$ cat src/hdl/gfh_pkg.sv
// constants shared by the gate/flag host port design
package gfh_pkg;
	// word layout
	localparam int SLOT_MSB = 15;
	localparam int SLOT_LSB = 12;
	localparam int DATA_MSB = 11;
	localparam logic [3:0] CTL_TAG = 4'hF;
	localparam int UNIT_MSB = 3;
	// control word mode bit positions
	localparam int BIT_TIMING = 4;
	localparam int BIT_OE = 5;
	localparam int BIT_TRANSP = 6;
	localparam int BIT_ISL = 7;
	// unit number this device answers to
	localparam logic [3:0] UNIT_ADDR = 4'h0;
	// example words: octal 170160, 170260, 007777
	localparam logic [15:0] CW_OUTPUT_EX = 16'hF070;
	localparam logic [15:0] CW_INPUT_EX = 16'hF0B0;
	localparam logic [15:0] DW_ONES_EX = 16'h0FFF;
	// readback: request identification bit
	localparam int RET_REQ_BIT = 15;
	// handshake flag turnaround
	localparam int CLK_PERIOD_NS = 10;
	localparam int HS_FLAG_NS = 100;
	localparam logic [3:0] HS_FLAG_CYC = 4'((HS_FLAG_NS + CLK_PERIOD_NS - 1) / CLK_PERIOD_NS);
	// register byte offsets
	localparam logic [4:0] REG_STATUS = 5'h00;
	localparam logic [4:0] REG_CONTROL = 5'h04;
	localparam logic [4:0] REG_SEARCH = 5'h08;
	localparam logic [4:0] REG_READY = 5'h0C;
	localparam int CTRL_RANK_UPD = 0;
	// reset values
	localparam logic FLAG_RESET = 1'b1;
	localparam logic WAITREQ_RESET = 1'b1;
endpackage : gfh_pkg

$ cat src/hdl/gfh_sync.sv
// three-stage pin synchroniser with agreement filter
`timescale 1ns/1ns
`default_nettype none
module gfh_sync #(
	parameter int W = 1
) (
	// clock and reset
	input wire logic sys_clk,
	input wire logic rst_b,
	// pins in, filtered level out
	input wire logic [W-1:0] pin,
	output logic [W-1:0] q
);
	typedef struct packed {
		logic [W-1:0] s1;
		logic [W-1:0] s2;
		logic [W-1:0] s3;
		logic [W-1:0] q;
	} gfh_sync_t;

	gfh_sync_t st;
	gfh_sync_t next_st;

	always_comb begin
		next_st = st;
		next_st.s1 = pin;
		next_st.s2 = st.s1;
		next_st.s3 = st.s2;
		// a bit changes only once stages two and three agree
		for (int i = 0; i < W; i++) begin
			if (st.s2[i] == st.s3[i]) begin
				next_st.q[i] = st.s3[i];
			end
		end
	end

	always_ff @(posedge sys_clk) begin
		if (!rst_b) begin
			st <= '0;
		end else begin
			st <= next_st;
		end
	end

	assign q = st.q;
endmodule : gfh_sync
`default_nettype wire

$ cat src/hdl/gfh_host_port.sv
// gate/flag host word port with output and input card logic
`timescale 1ns/1ns
`default_nettype none
// Contract
// - control word 170160 octal enables output, transparency, timing; selects unit zero.
// - control word 170260 octal enables output, timing, input select; selects unit zero.
// - data word 007777 octal sets all data bits of slot zero to one.
// - in input select, address word with upper field one selects input slot one.
// - output enable mode makes stored card data visible to external devices.
// - transparency makes dual-rank cards act single-rank, data appears at once.
// - transparency enables an output card's gate; otherwise that gate stays off.
// - timing mode drives the host flag from the addressed output card's flag.
// - a gate clears the flag; host waits for the flag before the next word.
// - a gated address word activates the input card, starting its acquisition.
// - in timing mode a ready activated input card sets the host flag.
// - another gate with the address still held reactivates the input card.
// - addressed input data is readable without gate after a host delay.
// - output cards act on a data word only upon the gate.
// - control words take effect only with the gate.
// - local source takes words from panel controls, behaviour depends on input select.
// - a search mode activates many input cards at once.
// - timing off in input select: own handshake flag drives the host flag.
// - readback puts data on bits 0 to 11 and ready bit on bit 15.
module gfh_host_port (
	// clock and reset
	input wire logic sys_clk,
	input wire logic rst_b,
	// host parallel lines
	input wire logic [15:0] host_word,
	input wire logic host_gate,
	output logic host_flag,
	output logic [15:0] return_data,
	// output cards
	output logic [15:0][11:0] out_card_data,
	output logic [15:0] out_card_gate,
	input wire logic [15:0] out_card_flag,
	// input cards
	input wire logic [15:0][11:0] in_card_data,
	input wire logic [15:0] in_dev_flag,
	output logic [15:0] in_card_gate,
	// front panel
	input wire logic panel_local,
	input wire logic [15:0] panel_word,
	input wire logic panel_load,
	input wire logic panel_return,
	output logic [15:0] panel_lamps,
	output logic panel_return_lamp,
	// avalon-mm slave
	input wire logic [4:0] avs_address,
	input wire logic avs_read,
	input wire logic avs_write,
	input wire logic [31:0] avs_writedata,
	output logic [31:0] avs_readdata,
	output logic avs_waitrequest
);
	typedef struct packed {
		logic gate_d;
		logic unit_sel;
		logic output_enable_mode;
		logic transparent_gating_mode;
		logic timing_mode;
		logic input_select_mode;
		logic [3:0] held_slot;
		logic out_wait;
		logic saw_busy;
		logic last_was_ctl;
		logic own_flag;
		logic [3:0] hs_cnt;
		logic [15:0][11:0] stage;
		logic [15:0][11:0] hold;
		logic [15:0][11:0] vis;
		logic [15:0] out_gate;
		logic [15:0] in_active;
		logic [15:0] in_gate;
		logic [15:0] in_ready;
		logic [15:0] ret;
		logic [15:0] lamps;
		logic ret_lamp;
		logic flag;
		logic waitreq;
		logic [31:0] rdata;
	} gfh_port_t;

	gfh_port_t st;
	gfh_port_t next_st;

	logic [15:0] host_word_s;
	logic host_gate_s;
	logic [15:0] out_flag_s;
	logic [15:0][11:0] in_data_s;
	logic [15:0] in_flag_s;
	logic [15:0] panel_word_s;
	logic panel_local_s;
	logic panel_load_s;
	logic panel_return_s;

	gfh_sync #(.W(17)) u_sync_host (
		.sys_clk(sys_clk),
		.rst_b(rst_b),
		.pin({host_gate, host_word}),
		.q({host_gate_s, host_word_s})
	);
	gfh_sync #(.W(19)) u_sync_panel (
		.sys_clk(sys_clk),
		.rst_b(rst_b),
		.pin({panel_local, panel_load, panel_return, panel_word}),
		.q({panel_local_s, panel_load_s, panel_return_s, panel_word_s})
	);
	gfh_sync #(.W(224)) u_sync_cards (
		.sys_clk(sys_clk),
		.rst_b(rst_b),
		.pin({out_card_flag, in_dev_flag, in_card_data}),
		.q({out_flag_s, in_flag_s, in_data_s})
	);

	logic [15:0] word;
	logic gate;
	logic [3:0] slot;
	logic rank_upd;
	logic bus_req;

	always_comb begin
		next_st = st;
		word = host_word_s;
		gate = host_gate_s;
		rank_upd = 1'b0;
		// local panel replaces the host lines; with input select only address bits count
		if (panel_local_s) begin
			gate = panel_load_s;
			word = st.input_select_mode ? {panel_word_s[gfh_pkg::SLOT_MSB:gfh_pkg::SLOT_LSB], 12'h000} : panel_word_s;
		end
		// address decoding is live so data can be read without a gate
		slot = word[gfh_pkg::SLOT_MSB:gfh_pkg::SLOT_LSB];
		next_st.gate_d = gate;

		// per-card handshakes with external devices
		for (int i = 0; i < 16; i++) begin
			if (st.in_active[i] && st.in_gate[i] && !in_flag_s[i]) begin
				next_st.in_gate[i] = 1'b0;
			end
			if (st.in_active[i] && !st.in_gate[i] && in_flag_s[i]) begin
				next_st.in_active[i] = 1'b0;
				next_st.in_ready[i] = 1'b1;
			end
			if (st.out_gate[i] && !out_flag_s[i]) begin
				next_st.out_gate[i] = 1'b0;
			end
			if (!st.transparent_gating_mode) begin
				next_st.out_gate[i] = 1'b0;
			end
		end

		// timing wait ends on the card flag returning to ready after a busy phase
		if (st.out_wait) begin
			if (!out_flag_s[st.held_slot]) begin
				next_st.saw_busy = 1'b1;
			end else if (st.saw_busy) begin
				next_st.out_wait = 1'b0;
			end
		end

		// handshake flag comes back a fixed time after the word was taken
		if (st.hs_cnt != 4'h0) begin
			next_st.hs_cnt = st.hs_cnt - 4'h1;
			if (st.hs_cnt == 4'h1) begin
				next_st.own_flag = 1'b1;
			end
		end

		// avalon slave: each access answers at the second edge
		bus_req = avs_read || avs_write;
		next_st.waitreq = !(bus_req && st.waitreq);
		if (bus_req && st.waitreq) begin
			unique case (avs_address)
				gfh_pkg::REG_STATUS: begin
					next_st.rdata = {20'h0, st.flag, st.own_flag, st.out_wait, st.held_slot,
						st.input_select_mode, st.timing_mode, st.transparent_gating_mode,
						st.output_enable_mode, st.unit_sel};
				end
				gfh_pkg::REG_SEARCH: next_st.rdata = {16'h0, st.in_active};
				gfh_pkg::REG_READY: next_st.rdata = {16'h0, st.in_ready};
				default: next_st.rdata = 32'h0;
			endcase
		end
		if (avs_write && !st.waitreq) begin
			if (avs_address == gfh_pkg::REG_CONTROL) begin
				rank_upd = avs_writedata[gfh_pkg::CTRL_RANK_UPD];
			end
			// search: activate every masked input card together
			if (avs_address == gfh_pkg::REG_SEARCH && st.input_select_mode && st.unit_sel) begin
				for (int i = 0; i < 16; i++) begin
					if (avs_writedata[i]) begin
						next_st.in_active[i] = 1'b1;
						next_st.in_gate[i] = 1'b1;
						next_st.in_ready[i] = 1'b0;
					end
				end
			end
		end

		// words act only on the gate's rising edge
		if (gate && !st.gate_d) begin
			next_st.own_flag = 1'b0;
			next_st.hs_cnt = gfh_pkg::HS_FLAG_CYC;
			// no card answers a control word, so its flag is always the own handshake flag
			next_st.last_was_ctl = (word[gfh_pkg::SLOT_MSB:gfh_pkg::SLOT_LSB] == gfh_pkg::CTL_TAG);
			if (word[gfh_pkg::SLOT_MSB:gfh_pkg::SLOT_LSB] == gfh_pkg::CTL_TAG) begin
				next_st.unit_sel = (word[gfh_pkg::UNIT_MSB:0] == gfh_pkg::UNIT_ADDR);
				if (word[gfh_pkg::UNIT_MSB:0] == gfh_pkg::UNIT_ADDR) begin
					next_st.output_enable_mode = word[gfh_pkg::BIT_OE];
					next_st.transparent_gating_mode = word[gfh_pkg::BIT_TRANSP];
					next_st.timing_mode = word[gfh_pkg::BIT_TIMING];
					next_st.input_select_mode = word[gfh_pkg::BIT_ISL];
				end
				// a fresh control word also releases a hung timing wait
				next_st.out_wait = 1'b0;
				next_st.saw_busy = 1'b0;
			end else if (st.unit_sel) begin
				if (st.input_select_mode) begin
					// activation or reactivation of the addressed input card
					next_st.in_active[slot] = 1'b1;
					next_st.in_gate[slot] = 1'b1;
					next_st.in_ready[slot] = 1'b0;
				end else begin
					next_st.stage[slot] = word[gfh_pkg::DATA_MSB:0];
					next_st.held_slot = slot;
					next_st.in_active[slot] = 1'b0;
					next_st.in_gate[slot] = 1'b0;
					next_st.in_ready[slot] = 1'b0;
					if (st.transparent_gating_mode) begin
						next_st.out_gate[slot] = 1'b1;
					end
					if (st.timing_mode) begin
						next_st.out_wait = 1'b1;
						next_st.saw_busy = 1'b0;
					end
				end
			end
		end

		// second rank follows the first while transparent, or on a software update
		if (next_st.transparent_gating_mode || rank_upd) begin
			next_st.hold = next_st.stage;
		end
		next_st.vis = st.output_enable_mode ? st.hold : '0;

		// readback lines: addressed input card in input select, else the panel pattern under local source, else zero
		if (st.input_select_mode) begin
			next_st.ret = {st.in_ready[slot], 3'h0, in_data_s[slot]};
		end else if (panel_local_s) begin
			next_st.ret = panel_word_s;
		end else begin
			next_st.ret = 16'h0000;
		end

		// flag source: card logic in timing mode after a card word, own handshake flag otherwise
		if (st.timing_mode && st.input_select_mode && !st.last_was_ctl) begin
			next_st.flag = st.in_ready[slot] && !st.in_active[slot];
		end else if (st.timing_mode && !st.last_was_ctl) begin
			next_st.flag = !st.out_wait;
		end else begin
			next_st.flag = st.own_flag;
		end
		if (panel_local_s && panel_return_s) begin
			next_st.flag = 1'b1;
		end

		// panel lamps mirror the active word (panel switches or host lines), or card data in input select
		if (st.input_select_mode) begin
			next_st.lamps = {word[gfh_pkg::SLOT_MSB:gfh_pkg::SLOT_LSB], in_data_s[slot]};
			next_st.ret_lamp = panel_return_s || st.in_ready[slot];
		end else begin
			next_st.lamps = word;
			next_st.ret_lamp = st.flag;
		end
	end

	always_ff @(posedge sys_clk) begin
		if (!rst_b) begin
			st <= '0;
			st.own_flag <= gfh_pkg::FLAG_RESET;
			st.flag <= gfh_pkg::FLAG_RESET;
			st.waitreq <= gfh_pkg::WAITREQ_RESET;
		end else begin
			st <= next_st;
		end
	end

	assign host_flag = st.flag;
	assign return_data = st.ret;
	assign out_card_data = st.vis;
	assign out_card_gate = st.out_gate;
	assign in_card_gate = st.in_gate;
	assign panel_lamps = st.lamps;
	assign panel_return_lamp = st.ret_lamp;
	assign avs_readdata = st.rdata;
	assign avs_waitrequest = st.waitreq;
endmodule : gfh_host_port
`default_nettype wire

$ cat config.mk
export PLATFORM = sky130hd
export DESIGN_NAME = gfh_host_port
export DESIGN_NICKNAME = d
export VERILOG_FILES = /design/src/hdl/gfh_pkg.sv /design/src/hdl/gfh_sync.sv /design/src/hdl/gfh_host_port.sv
export SDC_FILE = /design/constraint.sdc
export NUM_CORES = 2
export LEC_CHECK = 0
export ABC_AREA = 1
export ABC_CLOCK_PERIOD_IN_PS = 3050
export BUFFER_PORTS_ARGS = -buffer_cell sky130_fd_sc_hd__buf_2
export CAP_MARGIN = 20
export CELL_PAD_IN_SITES_DETAIL_PLACEMENT = 0
export CELL_PAD_IN_SITES_GLOBAL_PLACEMENT = 2
export CORE_UTILIZATION = 38
export DETAILED_ROUTE_END_ITERATION = 12
export GPL_ROUTABILITY_DRIVEN = 1
export HOLD_SLACK_MARGIN = 0.08
export PLACE_DENSITY_LB_ADDON = 0.12
export SETUP_SLACK_MARGIN = 0.2
export SLEW_MARGIN = 20
export SYNTH_ARGS = -nofsm -noshare
export SYNTH_HDL_FRONTEND = slang
export SYNTH_HIERARCHICAL = 1
export SYNTH_SLANG_ARGS = --single-unit
$ cat constraint.sdc
create_clock -name sys_clk -period 3.05 [get_ports sys_clk]
set_input_delay 0.305 -clock sys_clk [delete_from_list [all_inputs] [get_ports sys_clk]]
set_output_delay 0.305 -clock sys_clk [all_outputs]
set_load 0.02 [all_outputs]
Yosys cells after proc, flatten, opt, wreduce, memory -nomap -nowiden --
Cells that the tools add are included.
Cells by class: $add $sub $neg 1, $lt $le $gt $ge 3, eq/ne operators 265, mux-type cells 177, bitwise gates (word level) 11, reduce and logical (&&, ||, !) cells 161
Operators with widths (number):
- 192-bit two-way mux | 3
- 1-bit equality test | 260
- 207-bit two-way mux | 1
- 192-bit bitwise mux | 1
- 64-bit two-way mux | 3
- 48-bit two-way mux | 3
- 1-bit two-way mux | 141
- 1-bit logical AND | 91
- 16-bit two-way mux | 5
- 1-bit zero test | 54
- 16-bit bitwise AND | 3
- 12-bit binary-select mux with 4-bit select | 1
- 12-bit demux with 4-bit select | 1
- 16-bit OR | 3
- 16-bit one-hot mux with 3 select lines | 1
- 12-bit two-way mux | 3
- 16-bit NOT | 1
- 13-bit two-way mux | 1
- 1-bit binary-select mux with 4-bit select | 3
- 6-bit two-way mux | 2
- 5-bit by 4-bit equality test with 1-bit output, second input constant | 2
- 4-bit by 5-bit less-than comparator with 1-bit output, second input constant | 2
- 2-bit two-way mux | 3
- 3-bit two-way mux | 2
- other kinds (19) | 28
Word-level totals: register bits 1765, word-level logic and storage cells 959

Logic depth before layout (Yosys ltp) --
depth after elaboration 12, mapped depth 17, depth with buffers taken out 13

Hierarchy --
Netlist, hierarchy kept.
Modules (own cells, without submodules):
- gfh_host_port | instances 1, cells each 4377, area an instance 30825.8 um2, seq. area each 14193.6 um2
- gfh_sync at u_sync_cards | instances 1, cells each 3236, area an instance 28768.8 um2, seq. area each 17937.2 um2
- gfh_sync at u_sync_panel | instances 1, cells each 274, area an instance 2406.1 um2, seq. area each 1521.5 um2
- gfh_sync at u_sync_host | instances 1, cells each 246, area an instance 2202.1 um2, seq. area each 1361.3 um2

Least setup slack after synthesis --
OpenSTA, ideal clock, no wires.
path kind register -> register, start register u_sync_panel.st, in the netlist u_sync_panel/q[18], end register st[419] (netlist bit), arrival 1.930 ns, path slack 1.007 ns, stages on the path, launching flop included 18, path buffers 5, clock period less this slack 2.043 ns, cell sequence dfxtp_1 -> buf_4 -> buf_6 -> inv_6 -> nand2_1 -> nand2_2 -> nand2_1 -> inv_2 -> nand2_1 -> nor2_4 -> nand2_2 -> nand2_2 -> buf_6 -> buf_6 -> buf_4 -> nand4_1 -> nand2_1 -> nor2_1
On the way: longest elaborated chain between the ends 10
Ends and longest elaborated chain:
- start, declared | line gfh_sync.sv:21 | gfh_sync_t st;
- start signal, assigned | line gfh_sync.sv:41 | st <= next_st;
- 16-bit two-way mux | line gfh_host_port.sv:128 | if (panel_local_s) begin
- 4-bit by 5-bit less-than comparator with 1-bit output (not written as such) or 4-bit by 1-bit >= comparator with 1-bit output (tied branches) | line gfh_host_port.sv:225 | next_st.stage[slot] = word[gfh_pkg::DATA_MSB:0];
- 1-bit logical AND (not written as such) | line gfh_host_port.sv:225
- 12-bit two-way mux (not written as such) | line gfh_host_port.sv:225
- 12-bit demux with 4-bit select | line gfh_host_port.sv:225
- 192-bit bitwise mux | line gfh_host_port.sv:225
- 192-bit two-way mux | line gfh_host_port.sv:219 | if (st.input_select_mode) begin
- 192-bit two-way mux | line gfh_host_port.sv:218 | end else if (st.unit_sel) begin
- 192-bit two-way mux | line gfh_host_port.sv:207 | if (word[gfh_pkg::SLOT_MSB:gfh_pkg::SLOT_LSB] == gfh_pkg::CTL_TAG) begin
- 207-bit two-way mux * | line gfh_host_port.sv:202 | if (gate && !st.gate_d) begin
- end signal, assigned | line gfh_host_port.sv:285 | st <= next_st;
- end, declared | line gfh_host_port.sv:84 | gfh_port_t st;
Mark *: on every way between the ends. The rest lies on a longest branch, timed or not. A chain may end at the register's enable or synchronous reset.

Worst setup path after layout --
start register st, in the netlist avs_waitrequest, end register st[436] (netlist bit)
On the way: longest elaborated chain between the ends 4
Ends and longest elaborated chain:
- 1-bit zero test | line gfh_host_port.sv:185 | if (avs_write && !st.waitreq) begin
- 1-bit logical AND | line gfh_host_port.sv:185
- 1-bit two-way mux | line gfh_host_port.sv:185
- 1-bit logical OR | line gfh_host_port.sv:242 | if (next_st.transparent_gating_mode || rank_upd) begin
Every way passes these cells.

==> results.toml <==
[die]
coreArea_mm2 = 0.167
rows = 150
die_h_um = 413
start_util_pct = 38.4
die_x_um = 413
io_pins = 592
die_area_mm2 = 0.171

[yosys]
yosys.area.top_type_share_pct = 54.5
async_reset_ff_share_pct = 0
synth_area_mm2 = 0.0642
syn_inst = 8133
dominantRegCellSynth = "dfxtp_1"
synth_seq_cells = 1749
yosysSeqAreaShare_pct = 54.5
ys_types = 38
syn_area_per_cell_um2 = 7.89
yosysTopAreaCell = "dfxtp_1"
yosys_warnings = 6
synth_area_leaders = "dfxtp_1, nand2_1, buf_4"
synth_edf_count = 0

[setup_path]
cp_data_required_time_ns = 3.79
rr_worst_depth = 9
crit_slowest_cell = "nor2_1"
reg2reg_slack_ns = 0.37
cp_top_family = "simple AND/OR/NAND/NOR gates"
startpoint_type = "register"
rr_startpoint = "avs_waitrequest"
max_stage_delay_ns = 0.49
arrival_ns = 3.42
critPathBufInv = 3
end_kind = "register"
rr_endpoint = "st[436]"
cp_cell_sequence = "inv_1 > nand2_1 > nor2_1 > nand4_1 > buf_4 > buf_12 > nand4_1 > nand2_1 > nor2_1"
crit_type = "reg -> reg"
crit_fanout = 180

[detailed_routing]
maxUsedRoutingLayer = "met5"
wl_per_cell_um = 16.8
drtPass1Iterations = 5
drt_iter0_drc = 3281
wl_met1_um = 84700
dr_wl_met3_um = 10700
num_vias = 48058
drtAntennaViolNets = 0
drt-total-wl_um = 181000
wl_met2_um = 80700
drc = 0
via_per_inst = 4.47

[pwr]
power_density_mw_per_mm2 = 641
ir_worst_vdd_v = 0.000625
pwr-share-comb_pct = 3.3
power.switching_w = 0.0103
p_int_w = 0.0371
sw_frac_of_total_pct = 21.8
power_frac_seq_pct = 49.5
clockPowerShare_pct = 47.2
p_total_w = 0.0475
p_leak_nw = 36.3

[layout]
areaGrowthSynthToFinish_pct = 15.3
nets = 8696
mostFrequentLayoutCell = "nand2_1"
final_core_util_pct = 44.2
finalNonFillerCells = 10744
drive_gt1_share_pct = 14.1
final_cell_mix = "nand2_1, dfxtp_1, inv_1"
antenna-diode-count = 0

[min_path]
hold_path_class = "in -> reg"
holdPathStages = 5
holdPathEnd = "in_card_gate[0]"
holdCritStartpoint = "avs_writedata[0]"

[clock_network]
post-cts-setup-buffers = 0
cts.sinks = 1749
cts.reportedPaths.clkPinSlew_ns = 0.06
cts-root-buf = "clkbuf_16"
clk_latency_ns = 0.83
clock_path_buffers = 3
cts_tree = "yes"
cts_buffers = 189
cts_max_level = 4

[sta]
setup_violations = 0
timing.final.crit_share_pct = 88.0
fmax_mhz = 373
slew_viol_final = 0
period_minus_slack_ns = 2.68
setup_tns_ns = 0
worst_slew_pin_slew_ns = 1.25
final_hold_viol_count = 0
grt_setup_unrepaired = "yes"
finalClockSkew_ns = 0.0298
max_slew_margin_pct = 17.0

[grt]
grt_use_total_pct = 20.8
grt_max_degree = 186
grt.overflow.total = 0
grt_pass1_wl_um = 269000
grt_pass1_vias = 44559
antenna_found_initial = 10

[place]
dp_cells = 10112
io_buffers = 559
hpwlAfterDp_um = 122000
place_congestion = 0.822

[job]
max_cap_violations = 0

[outcome]
outcome = "complete, no violations"
==> power groups by stage <==
stage                     clock network (W)  registers [W]  logic, W
final                                0.0224         0.0235   0.00158
after global routing                 0.0241         0.0236   0.00177
after CTS                            0.0231         0.0235   0.00160
after detailed placement                  0         0.0240   0.00130
after global placement                    0         0.0240   0.00129
after floorplan                           0         0.0239  0.000894
==> cells in the mapped netlist (all sizes together) (4+ instances only) <==
master	number
a211oi	13
a21oi	449
a31oi	16
buf	794
clkbuf	140
dfxtp	1749
inv	1215
nand2	1919
nand3	109
nand4	241
nor2	1012
nor3	5
o211ai	4
o21ai	439
o221ai	5
o22ai	13
==> worst max-delay path by stage <==
| stage | cells after the start | slack [ns] | startpoint | end |
|---|---|---|---|---|
| after floorplan | 17 | 1.01 | u_sync_panel/q[18] | st[419] |
| after global placement | 12 | 0.21 | u_sync_panel/q[18] | return_data[5] |
| after detailed placement | 12 | 0.18 | u_sync_panel/q[18] | return_data[5] |
| after CTS | 10 | 0.21 | u_sync_panel/q[18] | in_card_gate[4] |
| after global routing | 12 | 0.19 | u_sync_panel/q[12] | st[399] |
| final | 9 | 0.37 | avs_waitrequest | st[436] |
==> what timing repair did <==
item	4_1_cts	5_1_grt
endpoints found under the setup margin	4	190
endpoints found under the hold margin	343	0
resized for setup	2	6
cloned	0	0
hold buffers	296	0
==> state kept, by name, indices dropped and copies added (netlist names), 17 cells and up <==
signal	flops
u_sync_panel/st	19
u_sync_cards/st	224
u_sync_cards/q	224
u_sync_panel/next_st	38
u_sync_cards/next_st	448
u_sync_host/next_st	34
u_sync_host/q	17
u_sync_panel/q	19
st	434
out_card_data	192
u_sync_host/st	17
==> cell type report <==
cell class | count | area [µm²]
tap | 2204 | 2760
multi-input combinational | 4248 | 18400
clock buffer | 285 | 5540
clock inverter | 51 | 534
timing repair buffer | 990 | 7250
inverter | 1217 | 4590
sequential | 1749 | 35000
fill | 16992 | 93400
==> cells by family (layout without fill, tap and decap cells) <==
family	Yosys count	in the layout	share of synthesized area, %
AOI/OAI and AO/OA	941	941	7.52
buffers and inverters	2151	2543	17.1
DFF	1749	1749	54.5
other	1	16	0.00584
and+or+nand+nor	3291	3291	20.8
==> layer usage <==
| layer | vias to the layer above | global-route usage [%] |
|---|---|---|
| met2 | 1053 | 32.8 |
| met3 | 230 | 4.64 |
| met4 | 10 | 6.62 |
| met5 | - | 0 |
| met1 | 22089 | 28.0 |
| li1 | 24676 | - |
==> metrics by stage <==
| stage | setup WS (ns) | hold slack (ns) | instance area, µm² |
|---|---|---|---|
| finish | 0.367 | 0.155 | 74100 |
| global route | 0.187 | 0.158 | 74100 |
| CTS | 0.206 | 0.0851 | 74000 |
| detailed placement | 0.183 | 0.395 | 65000 |
| global placement | 0.210 | 0.397 | 65000 |
| floorplan | 1.01 | 0.386 | 64300 |
==> worst min-delay path: cells and delay by family <==
family / cells / cell delay (ns)
AO/OA/AOI/OAI: 2 / 0.35
buffers and inverters: 2 / 0.14
AND/OR/NAND/NOR: 1 / 0.13
(Power assumes the default switching activity.)
